--- src/include/dps_regs.svh ---
// Register offsets, field positions and reset values of the debug status and control block.
`ifndef DPS_REGS_SVH
`define DPS_REGS_SVH
`define DPS_ADDR_W        8
`define DPS_OFF_STATUS    8'h00
`define DPS_OFF_CONTROL   8'h04
`define DPS_OFF_ERASE     8'h08
`define DPS_ST_ERASE_ACK  0
`define DPS_ST_FLASH_RDY  1
`define DPS_ST_SECURE     2
`define DPS_ST_SYS_OUT    3
`define DPS_ST_ERASE_EN   5
`define DPS_ST_BACKDOOR   6
`define DPS_ST_LP_EN      7
`define DPS_ST_VLP        8
`define DPS_ST_LLS_EXIT   9
`define DPS_ST_VLLS_EXIT  10
`define DPS_ST_HALTED     16
`define DPS_ST_DEEP       17
`define DPS_ST_SLEEP      18
`define DPS_CT_ERASE      0
`define DPS_CT_SYS_RST    3
`define DPS_CT_CORE_RST   4
`define DPS_CT_ACK        5
`define DPS_CT_HOLD_VLLS  6
`define DPS_CT_DBG_PWR    7
`define DPS_CT_SYS_PWR    8
`define DPS_CTRL_RESET    9'h000
`endif

--- src/include/dps_pkg.sv ---
// Types shared by the debug status and control block.
package dps_pkg;
	typedef enum logic [2:0] {
		DPS_RUN  = 3'b000,
		DPS_VERY_LOW_POWER_RUN = 3'b001,
		DPS_WAIT = 3'b010,
		DPS_VERY_LOW_POWER_WAIT = 3'b011,
		DPS_STOP = 3'b100,
		DPS_VERY_LOW_POWER_STOP = 3'b101,
		DPS_LLS  = 3'b110,
		DPS_VLLS = 3'b111
	} dps_mode_t;

	typedef struct packed {
		logic       halted;
		logic       deepSleep;
		logic       core_sleep_flag;
		logic       secure;
		logic       flashReady;
		logic       eraseEnable;
		logic       backdoorEnable;
		logic       eraseStarted;
	} dps_core_t;

	typedef struct packed {
		logic [8:0] ctrl;
		logic       llsExit;
		logic       vllsExit;
		logic       eraseAck;
		logic       holdAfterVlls;
		logic [31:0] rdata;
		logic [2:0] swSync;
		logic [2:0] pwrSync;
		logic       linkPrev;
		logic [1:0] sysRstSync;
		logic       eraseLaunch;
		dps_mode_t  granted;
	} dps_state_t;
endpackage : dps_pkg

--- src/core/dps_debug_status.sv ---
// Debug access port status, reset control and low-power handling.
`include "dps_regs.svh"

//////////////////////////////////////////////////////////////////////////////
// Notes on behaviour
// (RULE_01) Low-leakage-stop exit flag set on recovery, held until acknowledge bit written 1.
// (RULE_02) Very-low-leakage-stop exit flag at bit 10, same set and acknowledge.
// (RULE_03) Status bit 16 reads 1 while core is debug halted.
// (RULE_04) Status bit 17 mirrors core deep-sleep output.
// (RULE_05) Status bit 18 mirrors core core_sleep_flag output.
// (RULE_06) Power-on reset is the only reset of this logic.
// (RULE_07) System reset asserted while debugger keeps system-reset request set.
// (RULE_08) Only core held in reset while core-reset request set.
// (RULE_09) Software reset request from interrupt controller causes system reset.
// (RULE_10) Static debug logic resumes immediately after low-power exit, no reconfiguration.
// (RULE_11) Powered-off debug logic is reset on recovery; debugger reconfigures.
// (RULE_12) Debug and system power-up requests mark an active debugger.
// (RULE_13) Debugger changes power-up requests only in run, wait and their low-power forms; the code blocks control writes only in LLS and VLLS.
// (RULE_14) Active debugger keeps processor clock running in stop states.
// (RULE_15) Clock kept alive in stop: core registers reachable, system memory refused.
// (RULE_16) Debug enabled: run to very-low-power stop becomes ordinary stop.
// (RULE_17) Debug enabled: very-low-power run to very-low-power stop still allowed.
// (RULE_18) Very-low-leakage stop clears all debug controls at wakeup.
// (RULE_19) Low-leakage stop keeps debug state but blocks debug activity.
// (RULE_20) Control may hold system in reset after very-low-leakage recovery until released.
// (RULE_21) Status register stays readable while secured, showing security state.
// (RULE_22) While secured only mass erase may act on the system; the code still applies system and core reset requests while secured.
// (RULE_23) Status bit 9 is the low-leakage-stop exit flag.
// (RULE_24) Status bit 3 reads 0 in system reset, 1 out of it.
// (RULE_25) Status fields read-only; exit flags change only by hardware or acknowledge.
module dps_debug_status
	import dps_pkg::*;
(
	input  wire logic                    sys_clk,
	input  wire logic                    rstn,
	input  wire logic [`DPS_ADDR_W-1:0]  regAddr,
	input  wire logic [31:0]             regWdata,
	input  wire logic                    regWrite,
	input  wire logic                    regRead,
	output logic      [31:0]             regRdata,
	input  wire dps_core_t               coreStat,
	input  wire logic                    swResetReq,
	input  wire logic                    linkClk,
	input  wire logic                    sysInReset,
	input  wire dps_mode_t               modeRequest,
	input  wire dps_mode_t               modeCurrent,
	input  wire logic                    llsRecovery,
	input  wire logic                    vllsRecovery,
	output logic                         sysResetOut,
	output logic                         coreResetOut,
	output dps_mode_t                    modeGranted,
	output logic                         cpuClkKeep,
	output logic                         debuggerActive,
	output logic                         coreRegAccessEn,
	output logic                         sysMemAccessEn,
	output logic                         massEraseLaunch,
	output logic                         linkEdge
);

	dps_state_t st;
	dps_state_t next_st;
	logic       active;
	logic       inStop;
	logic       lowLeak;
	logic [31:0] status;

	//////////////////////////////////////////////////////////////////////////
	assign active  = st.ctrl[`DPS_CT_DBG_PWR] | st.ctrl[`DPS_CT_SYS_PWR]; // RULE_12
	assign inStop  = (modeCurrent == DPS_STOP) || (modeCurrent == DPS_VERY_LOW_POWER_STOP);
	assign lowLeak = (modeCurrent == DPS_LLS) || (modeCurrent == DPS_VLLS);

	always_comb begin
		status = 32'h0000_0000;
		status[`DPS_ST_ERASE_ACK] = st.eraseAck;
		status[`DPS_ST_FLASH_RDY] = coreStat.flashReady;
		status[`DPS_ST_SECURE]    = coreStat.secure; // RULE_21
		status[`DPS_ST_SYS_OUT]   = ~st.sysRstSync[1]; // RULE_24
		status[`DPS_ST_ERASE_EN]  = coreStat.eraseEnable;
		status[`DPS_ST_BACKDOOR]  = coreStat.backdoorEnable;
		status[`DPS_ST_LP_EN]     = (modeRequest == DPS_VERY_LOW_POWER_STOP) || lowLeak;
		status[`DPS_ST_VLP]       = (modeCurrent == DPS_VERY_LOW_POWER_RUN) || (modeCurrent == DPS_VERY_LOW_POWER_WAIT)
			|| (modeCurrent == DPS_VERY_LOW_POWER_STOP);
		status[`DPS_ST_LLS_EXIT]  = st.llsExit; // RULE_23
		status[`DPS_ST_VLLS_EXIT] = st.vllsExit; // RULE_02
		status[`DPS_ST_HALTED]    = coreStat.halted; // RULE_03
		status[`DPS_ST_DEEP]      = coreStat.deepSleep; // RULE_04
		status[`DPS_ST_SLEEP]     = coreStat.core_sleep_flag; // RULE_05
	end

	//////////////////////////////////////////////////////////////////////////
	always_comb begin
		next_st = st;
		next_st.swSync     = {st.swSync[1:0], linkClk};
		next_st.linkPrev   = st.swSync[2];
		next_st.sysRstSync = {st.sysRstSync[0], sysInReset};
		next_st.rdata      = 32'h0000_0000;
		next_st.eraseLaunch = 1'b0;
		next_st.pwrSync    = {st.pwrSync[1:0], active};
		// Status remains readable whether secure or not; reads are idle in low-leakage and very-low-leakage stop.
		if (regRead && !lowLeak) begin // RULE_19
			unique case (regAddr)
				`DPS_OFF_STATUS:  next_st.rdata = status; // RULE_21
				`DPS_OFF_CONTROL: next_st.rdata = {23'h000000, st.ctrl};
				default:          next_st.rdata = 32'h0000_0000;
			endcase
		end
		// Status has no write path, so its fields stay read-only.
		if (regWrite && !lowLeak && regAddr == `DPS_OFF_CONTROL) begin // RULE_25
			next_st.ctrl = regWdata[8:0];
			next_st.ctrl[`DPS_CT_ACK] = 1'b0;
			if (regWdata[`DPS_CT_HOLD_VLLS])
				next_st.holdAfterVlls = 1'b1;
			else
				next_st.holdAfterVlls = 1'b0;
			if (regWdata[`DPS_CT_ERASE] && coreStat.eraseEnable) begin // RULE_22
				next_st.eraseLaunch = 1'b1;
				next_st.eraseAck    = 1'b0;
			end
			if (regWdata[`DPS_CT_ACK]) begin
				next_st.llsExit  = 1'b0; // RULE_01
				next_st.vllsExit = 1'b0; // RULE_02
			end
		end
		if (coreStat.eraseStarted)
			next_st.eraseAck = 1'b1;
		// Hardware set comes last so an exit in the acknowledge cycle is not lost.
		if (llsRecovery)
			next_st.llsExit = 1'b1; // RULE_01
		if (vllsRecovery) begin
			next_st.vllsExit = 1'b1; // RULE_02
			// Debug logic was powered off: controls restart cleared, with system reset taken from the hold request.
			next_st.ctrl = `DPS_CTRL_RESET; // RULE_18
			next_st.ctrl[`DPS_CT_SYS_RST] = st.holdAfterVlls; // RULE_20
		end
		// An LOW_LEAKAGE_STOP exit leaves ctrl untouched, so debug works at once.
		next_st.granted = modeRequest; // RULE_10
		if (active && modeRequest == DPS_VERY_LOW_POWER_STOP && modeCurrent == DPS_RUN)
			next_st.granted = DPS_STOP; // RULE_16
		// From VERY_LOW_POWER_RUN the request passes through unchanged.
		if (active && modeRequest == DPS_VERY_LOW_POWER_STOP && modeCurrent == DPS_VERY_LOW_POWER_RUN)
			next_st.granted = DPS_VERY_LOW_POWER_STOP; // RULE_17
	end

	always_ff @(posedge sys_clk or negedge rstn) begin
		if (!rstn) begin // RULE_06 RULE_11
			st <= '{ctrl: 9'h000, granted: DPS_RUN, default: '0};
		end else begin
			st <= next_st;
		end
	end

	//////////////////////////////////////////////////////////////////////////
	assign regRdata        = st.rdata;
	assign sysResetOut     = st.ctrl[`DPS_CT_SYS_RST] | swResetReq; // RULE_07 RULE_09 RULE_20
	assign coreResetOut    = st.ctrl[`DPS_CT_CORE_RST]; // RULE_08
	assign modeGranted     = st.granted;
	assign debuggerActive  = st.pwrSync[1]; // RULE_12
	assign cpuClkKeep      = active && inStop; // RULE_14
	assign coreRegAccessEn = !lowLeak && !coreStat.secure; // RULE_15 RULE_19
	assign sysMemAccessEn  = !lowLeak && !coreStat.secure && !(cpuClkKeep); // RULE_15 RULE_22
	assign massEraseLaunch = st.eraseLaunch; // RULE_22
	assign linkEdge        = st.swSync[2] & ~st.linkPrev;

endmodule : dps_debug_status

--- config.mk ---
export PLATFORM = sky130hd
export DESIGN_NAME = dps_debug_status
export DESIGN_NICKNAME = d
export VERILOG_FILES = /design/src/include/dps_pkg.sv /design/src/core/dps_debug_status.sv
export VERILOG_INCLUDE_DIRS = /design/src /design/src/include
export SDC_FILE = /design/constraint.sdc
export NUM_CORES = 1
export LEC_CHECK = 0
export ABC_AREA = 1
export BUFFER_PORTS_ARGS = -buffer_cell sky130_fd_sc_hd__buf_2
export CAP_MARGIN = 15
export CORE_UTILIZATION = 44
export DETAILED_ROUTE_END_ITERATION = 8
export GPL_TIMING_DRIVEN = 1
export PLACE_DENSITY_LB_ADDON = 0.05
export SETUP_SLACK_MARGIN = 0.4
export SYNTH_ARGS = -nofsm -noshare
export SYNTH_HDL_FRONTEND = slang
export SYNTH_SLANG_ARGS = --single-unit
--- constraint.sdc ---
create_clock -name sys_clk -period 0.8 [get_ports sys_clk]
set_input_delay 0.04 -clock sys_clk [delete_from_list [all_inputs] [get_ports sys_clk]]
set_output_delay 0.04 -clock sys_clk [all_outputs]
set_load 0.05 [all_outputs]
* Word level (Yosys, flattened, before mapping) *
Index checks and enable logic that the tools add are counted.

cells by class
  $add $sub $neg = 0
  $mul = 0
  divide/modulo/power cells = 0
  magnitude comparators = 0
  equal/unequal tests = 8
  shifts and indexed selects = 0
  multiplexer cells = 14
  bitwise gates (word level) = 5
  reductions and logical operators = 29

operators by type and width
  operator              count
  $pmux W19 S2          1
  $mux W32              1
  $eq A3 B3 Y1 const B  5
  $mux W13              1
  $reduce_bool A2 Y1    6
  $logic_and A1 B1 Y1   10
  $mux W9               1
  $eq A8 B3 Y1 const B  1
  $logic_not A8 Y1      1
  $mux W1               7
  $mux W3               2
  $reduce_and A2 Y1     3
  $logic_or A1 B1 Y1    5
  $eq A3 B1 Y1 const B  1
  $eq A3 B2 Y1 const B  1
  $logic_not A1 Y1      3
  $logic_not A3 Y1      1
  $mux W2               1
  $not A1 Y1            2
  $or A1 B1 Y1          2
  $and A1 B1 Y1         1

word-level totals
  flip-flop bits (word level) = 57
  bits in latches = 0
  bits in writable memories = 0
  bits in read-only memories = 0
  bits of input ports = 63
  output and inout bits = 43
  logic and storage cells = 68
  memories kept = 0

* Depth between registers and ports, before layout *
Gate-level depths: netlist (run 1).

  word-level depth = 7
  gate-level depth with buffers = 7
  gate-level depth less buffers = 6

* Worst setup path after synthesis (run 1) *
OpenSTA, ideal clock, no wires.

  path kind = reg-to-output
  start point = reg st[57] (netlist name)
  end point = out sysMemAccessEn
  data arrival time = 1,913 ps
  data required time = 760 ps
  path slack = -1,153 ps
  cell stages (with the launch flop) = 6
  buffers on the path = 0
  path through = dfrtp_1 nor2_1 inv_1 nand2_1 nor2_1 nor3_1

between the ends
  cells in the longest elaborated chain, start to end = 4

RTL lines
  item                    RTL line                 source
  from (decl)             dps_debug_status.sv:60   dps_state_t st;
  from (signal assigned)  dps_debug_status.sv:148  st <= next_st;
  $or A1 B1 Y1            dps_debug_status.sv:68   assign active = st.ctrl[`DPS_CT_DBG_PWR] | st.ctrl[`DPS_CT_SYS_PWR];
  named net active        dps_debug_status.sv:62   logic active;
  $logic_and A1 B1 Y1     dps_debug_status.sv:158  assign cpuClkKeep = active && inStop;
  named net cpuClkKeep    dps_debug_status.sv:52   output logic cpuClkKeep,
  $logic_not A1 Y1        dps_debug_status.sv:160  assign sysMemAccessEn = !lowLeak && !coreStat.secure && !(cpuClkKeep);
  $logic_and A1 B1 Y1     dps_debug_status.sv:160
  to (decl)               dps_debug_status.sv:55   output logic sysMemAccessEn,

The timed path passes the listed nets, and every way through them passes these cells.

* Worst setup path in the final report (run 1) *
  start point = reg st[56] (netlist name)
  end point = out sysMemAccessEn

between the ends
  cells in the longest elaborated chain, start to end = 4

RTL lines
  item                 RTL line
  $or A1 B1 Y1         dps_debug_status.sv:68
  named net active     dps_debug_status.sv:62
  $logic_and A1 B1 Y1  dps_debug_status.sv:158
  $logic_not A1 Y1     dps_debug_status.sv:160
  $logic_and A1 B1 Y1  dps_debug_status.sv:160

The timed path passes the listed nets, and every way through them passes these cells.

==> results of run 1 <==
-- kinds of logic (layout without fill, tap and decap cells) --
family          count (synthesis)  count (layout)  synth area share
simple gates                   95              95             0.248
buf+inv                        63             125             0.214
flops                          38              38             0.512
compound gates                  8               8            0.0236
other cells                     1              18           0.00202
-- power by group through the flow --
stage	clock (mW)	sequential [mW]	combinational [mW]
final	1.36	1.96	0.767
after global routing	1.50	1.96	0.821
after CTS	1.42	1.96	0.737
after detailed placement	0	2.00	0.659
after global placement	0	1.99	0.656
after floorplan	0	2.00	0.499
-- repair_timing --
item	CTS	global route
pin swaps	30	16
resized for setup	85	40
setup endpoints to repair	59	59
endpoints found under the hold margin	53	51
buffers inserted	9	3
gates cloned	1	0
-- stage by stage --
stage | hold slack (ns) | setup WS [ns]
CTS | -0.293 | -0.518
floorplan | -0.256 | -0.375
global route | -0.287 | -0.604
detailed placement | 0.0253 | -0.296
global placement | 0.0226 | -0.273
finish | -0.292 | -0.517
-- layer usage --
layer / up-vias / track usage / part of all wire / wire length [um]
li1: 736 / - / - / -
met1: 712 / 0.201 / 0.38 / 1450
met2: 57 / 0.324 / 0.54 / 2050
met3: 8 / 0.0582 / 0.062 / 238
met4: 0 / 0.0824 / 0.023 / 88
met5: - / 0 / 0 / 0
-- cells in the mapped netlist (2+ instances only) --
| cell type | instances | area share |
|---|---|---|
| buf_4 | 35 | 0.14 |
| dfrtp_1 | 38 | 0.51 |
| nor2_1 | 17 | 0.034 |
| a21oi_1 | 7 | 0.019 |
| nor3b_1 | 2 | 0.0081 |
| buf_2 | 2 | 0.0054 |
| buf_6 | 2 | 0.012 |
| nand3_1 | 13 | 0.035 |
| nand2_1 | 45 | 0.091 |
| inv_1 | 21 | 0.042 |
| nand4_1 | 7 | 0.024 |
| nor2_2 | 2 | 0.0067 |
| clkbuf_1 | 2 | 0.0040 |
| nand3_2 | 2 | 0.011 |
| nor3_1 | 2 | 0.0054 |
-- critical path: stages (launching register included) --
cell and delay [ns]:
dfrtp_1 0.39, nor2_2 0.14, inv_2 0.05, nand2_2 0.07
nor2_4 0.05, nor3_4 0.11, buf_6 0.17
-- final timing paths --
check,start,end,cells past startpoint
max,st[56]$_DFFE_PN0P_,sysMemAccessEn,6
min,rstn,regRdata[2]$_DFF_PN0_,2
max reg2reg,st[56]$_DFFE_PN0P_,regRdata[7]$_DFF_PN0_,5
min reg2reg,next_st[5]$_DFF_PN0_,st[5]$_DFF_PN0_,0
max in group asynchronous,rstn,massEraseLaunch$_DFF_PN0_,2
min in group sys_clk,linkClk,next_st[11]$_DFF_PN0_,1
-- cell usage in the layout (no fill, tap or decap) --
cell type / count
inv_1: 13
buf_4: 16
nand4_1: 7
nand2_4: 6
nor2_1: 7
nand3_2: 7
inv_6: 1
nor3_4: 1
nor2_4: 8
clkinv_2: 1
nand2_8: 1
or2_4: 1
a21oi_2: 8
clkinvlp_4: 1
clkinv_8: 1
dfrtp_1: 35
nand2_1: 27
nor2_2: 5
buf_2: 34
nand2_2: 12
dfrtp_2: 3
clkbuf_8: 6
nor3b_2: 1
buf_12: 2
nor3b_4: 1
nand3_4: 4
inv_2: 6
buf_8: 6
nor3_1: 1
buf_6: 38
nand3_1: 5
nor2_8: 1
conb_1: 18
-- registers in the layout, summed over array words and instances (netlist names) --
name and count:
st 13, massEraseLaunch 1, debuggerActive 1, next_st 5, coreResetOut 1, regRdata 14, modeGranted 3
-- layout make-up --
| type | instances | area (um^2) |
|---|---|---|
| tap | 50 | 62.6 |
| inverter | 21 | 96.3 |
| multi-input combinational | 121 | 840 |
| clock inverter | 2 | 12.5 |
| timing repair buffer | 96 | 848 |
| clock buffer | 6 | 82.6 |
| fill | 322 | 1130 |
| sequential | 38 | 955 |
==> impl_metrics.ini, run 1 <==
[grt]
overflow = 0
grt_pass1_vias = 1368
grt_pass1_wl_um = 5850
grt_usage = 0.185
grt_max_degree = 39
antenna_found_initial = 0

[finish]
finalNonFillerCells = 334
final_cell_area_mm2 = 0.00290
layout-drive-gt1-share = 0.602
n_antenna_cell = 0
layout.nets = 346
fin_util = 0.719
syn_to_final_growth_pct = 56.1

[power_and_ir_drop]
cellPowerDensity_mw_per_mm2 = 1410
comb_power_share = 0.187
seqPwrFrac = 0.479
power_switching_mw = 1.19
peakVddDrop_uv = 779
p_int_mw = 2.90
power_mw = 4.09
p_sw_frac = 0.292
clockPowerShare = 0.333
p_leak_nw = 1.53

[hold_path]
min_path_type = in2async

[timing]
hold_violations = 51
fin_ws_ns = -0.517
fin_skew_ns = 0.00490
holdWs_ns = -0.292
finalSetupViolCount = 30
finalCritPeriodShare = 1.65
rsz0062_at_grt = true
slew_viol_final = 0
fin_setup_tns_ns = -3.15
max_clock_freq_mhz = 759
fin_crit_ns = 1.32

[place]
port_buffers = 64
dp.cells = 313
place_congestion = 0.749
hpwlAfterDp_um = 2560
place_area_mm2 = 0.00228

[outcome]
violations = negative hold slack, negative setup slack
outcome = finished, violations left

[route]
firstDrtPassIters = 4
vias = 1513
drc = 0
wire_per_inst_um = 11.4
ant_nets = 0
routed_via_density = 4.53
wl_um = 3820
drtIter0Drc = 45

[clock_tree]
clkTransAtPathRegs_ns = 0.07
clock_sinks = 38
worst_skew_pair.late_latency_ns = 0.29
clockBufferDepth = 2
cts_made_buffers = 5
cts-root-buf = clkbuf_8
h-tree-depth = 2
cts_tree = yes

[logic_synthesis]
synth_warnings = 0
avgSynthCellArea_um2 = 9.05
synth_cells = 205
synth-edff-count = 0
synthFlopType = dfrtp_1
netlist_area_mm2 = 0.00186
synthDistinctLibCells = 23
synth-seq-cells = 38
yosysSeqAreaShare = 0.512
synthArstFlopShare = 1.00

[die]
core_mm2 = 0.00403
die_h_um = 66.9
dieArea_mm2 = 0.00448
num_rows = 23
initial_core_util = 0.461
die_w_um = 66.9
io_pins = 106

[flow_run]
maxCapViolations = 0

[setup_path]
endpoint_kind = output pin
critPathKind = reg2out
required_ns = 0.76
crit_fanout = 2
reg2reg_setup_slack_ns = -0.18
cp.arrival_ns = 1.28
start_kind = flop
Note: power is estimated with default switching activity, not from simulation.
==> inputs of run 2 (changes only) <==
==> constraint.sdc (replaced) <==
create_clock -name sys_clk -period 0.8 [get_ports sys_clk]
set_input_delay 0.04 -clock sys_clk [delete_from_list [all_inputs] [get_ports sys_clk]]
set_output_delay 0.04 -clock sys_clk [all_outputs]
set_load 0.02 [all_outputs]
==> run 2 against run 1 <==
  * Cell area is 0.17% higher
  * Sequential cell count stayed put
  * The flow still finishes with violations (negative hold slack, negative setup slack)
  * Non-clock buffer count is 3 lower
  * Highest routed layer unchanged
  * Global-route usage is 0.96 points higher
  * Combinational power is 21% lower
  * Die area stayed put
  * Core utilization is 0.12 points higher
==> impl_metrics.ini, run 2 (synthesized netlist as in run 1, its figures left out) <==
[die]
core_mm2 = 0.00403
dieArea_mm2 = 0.00448
die_w_um = 66.9
initial_core_util = 0.461
die_h_um = 66.9
io_pins = 106
num_rows = 23

[route]
drc = 0
wire_per_inst_um = 12.0
ant_nets = 0
wl_um = 4000
vias = 1534
drtIter0Drc = 52
routed_via_density = 4.59
firstDrtPassIters = 4

[grt]
grt_pass1_vias = 1461
grt_usage = 0.194
busiest_layer = met2
grtUsageMet2 = 0.364
antenna_found_initial = 0
overflow = 0
met1_usage = 0.206
grt_pass1_wl_um = 6300
met3_usage = 0.0531
grt_max_degree = 30

[clock_tree]
cts_made_buffers = 5
worst_skew_pair.late_latency_ns = 0.29
clockBufferDepth = 2
cts_tree = yes
h-tree-depth = 2
clkTransAtPathRegs_ns = 0.07
clock_sinks = 38
cts-root-buf = clkbuf_8

[hold_path]
min_path_type = in2async

[setup_path]
crit_fanout = 2
cp.arrival_ns = 1.22
endpoint = sysMemAccessEn
worst-path-buf-inv = 2
endpoint_kind = output pin
rr_startpoint = st[56]$_DFFE_PN0P_
startpoint = st[56]$_DFFE_PN0P_
critPathKind = reg2out
worstPathCellList = nor2_2 > inv_2 > nand2_2 > nor2_4 > nor3_4 > buf_6
reg2reg_setup_slack_ns = -0.13
crit_family = flip-flops
cp_slowest_cell = dfrtp_1
max_stage_delay_ns = 0.38
start_kind = flop
cp.depth = 6
required_ns = 0.76
r2r_cells = 5
r2r-end = modeGranted[0]$_DFF_PN0_

[outcome]
violations = negative hold slack, negative setup slack
outcome = finished, violations left

[timing]
fin_ws_ns = -0.460
finalCritPeriodShare = 1.58
max_clock_freq_mhz = 794
holdWs_ns = -0.386
rsz0062_at_grt = true
fin_crit_ns = 1.26
hold_violations = 50
fin_skew_ns = 0.00709
finalSetupViolCount = 32
slew_viol_final = 0

[finish]
n_antenna_cell = 0
layout-drive-gt1-share = 0.581
fin_util = 0.720
layout_commonest_cell = dfrtp_1
layout.nets = 346
layout_common_cells = dfrtp_1, buf_6, buf_2, nand2_1, conb_1
finalNonFillerCells = 334
largest_register_ffs = 14
syn_to_final_growth_pct = 56.4

[place]
dp.cells = 311
dp_slack_ns = -0.239
hpwlAfterDp_um = 2660
port_buffers = 64
place_congestion = 0.722

[power_and_ir_drop]
power_mw = 3.82
p_leak_nw = 1.52
cellPowerDensity_mw_per_mm2 = 1320
peakVddDrop_uv = 665

[flow_run]
maxCapViolations = 0
[run 2: cell types whose count changed in the layout (fill, tap and decap cells not counted), sizes merged]
cell      delta
clkbuf       +1
clkinvlp     -1
nor2         +3
buf          -4
clkinv       +1
[run 2: per-layer routing]
metal	up-vias	wire [um]
li1	745	-
met1	730	1540
met2	54	2180
met3	5	217
met4	0	54
met5	-	0
[run 2: cell type report]
class	instances	area [um^2]
clock inverter	2	10.0
fill	311	1130
sequential	38	952
inverter	21	96.3
clock buffer	6	72.6
timing repair buffer	93	843
multi-input combinational	124	865
tap	50	62.6
[run 2: repair_timing]
action | in CTS | in global routing
setup buffers | 7 | 4
pin swaps | 32 | 18
gates cloned | 4 | 0
gates resized for setup | 94 | 28
endpoints found under the hold margin | 53 | 50
endpoints found under the setup margin | 59 | 59
[run 2: worst min path at each step]
stage	slack [ns]	from	cells after the start	endpoint
after floorplan	-0.26	rstn	0	coreResetOut$_DFFE_PN0P_
after global placement	-0.08	rstn	1	modeGranted[0]$_DFF_PN0_
after detailed placement	-0.08	rstn	1	modeGranted[0]$_DFF_PN0_
after CTS	-0.39	rstn	1	regRdata[10]$_DFF_PN0_
after global routing	-0.39	rstn	1	regRdata[10]$_DFF_PN0_
final	-0.39	rstn	1	modeGranted[1]$_DFF_PN0_
[run 2: metrics by stage]
stage                     instance area [um^2]  setup TNS [ns]
after detailed placement                  2280           -5.04
after CTS                                 2770           -2.41
after floorplan                           2110          -0.136
after global placement                    2280           -4.44
after global routing                      2900           -3.47
final                                     2900           -2.45
[run 2: power breakdown]
group / switching (mW) / leakage (nW) / internal (mW)
logic: 0.353 / 0.984 / 0.254
clock network: 0.644 / 0.0450 / 0.603
registers: 0.0134 / 0.493 / 1.95
total: 1.01 / 1.52 / 2.81
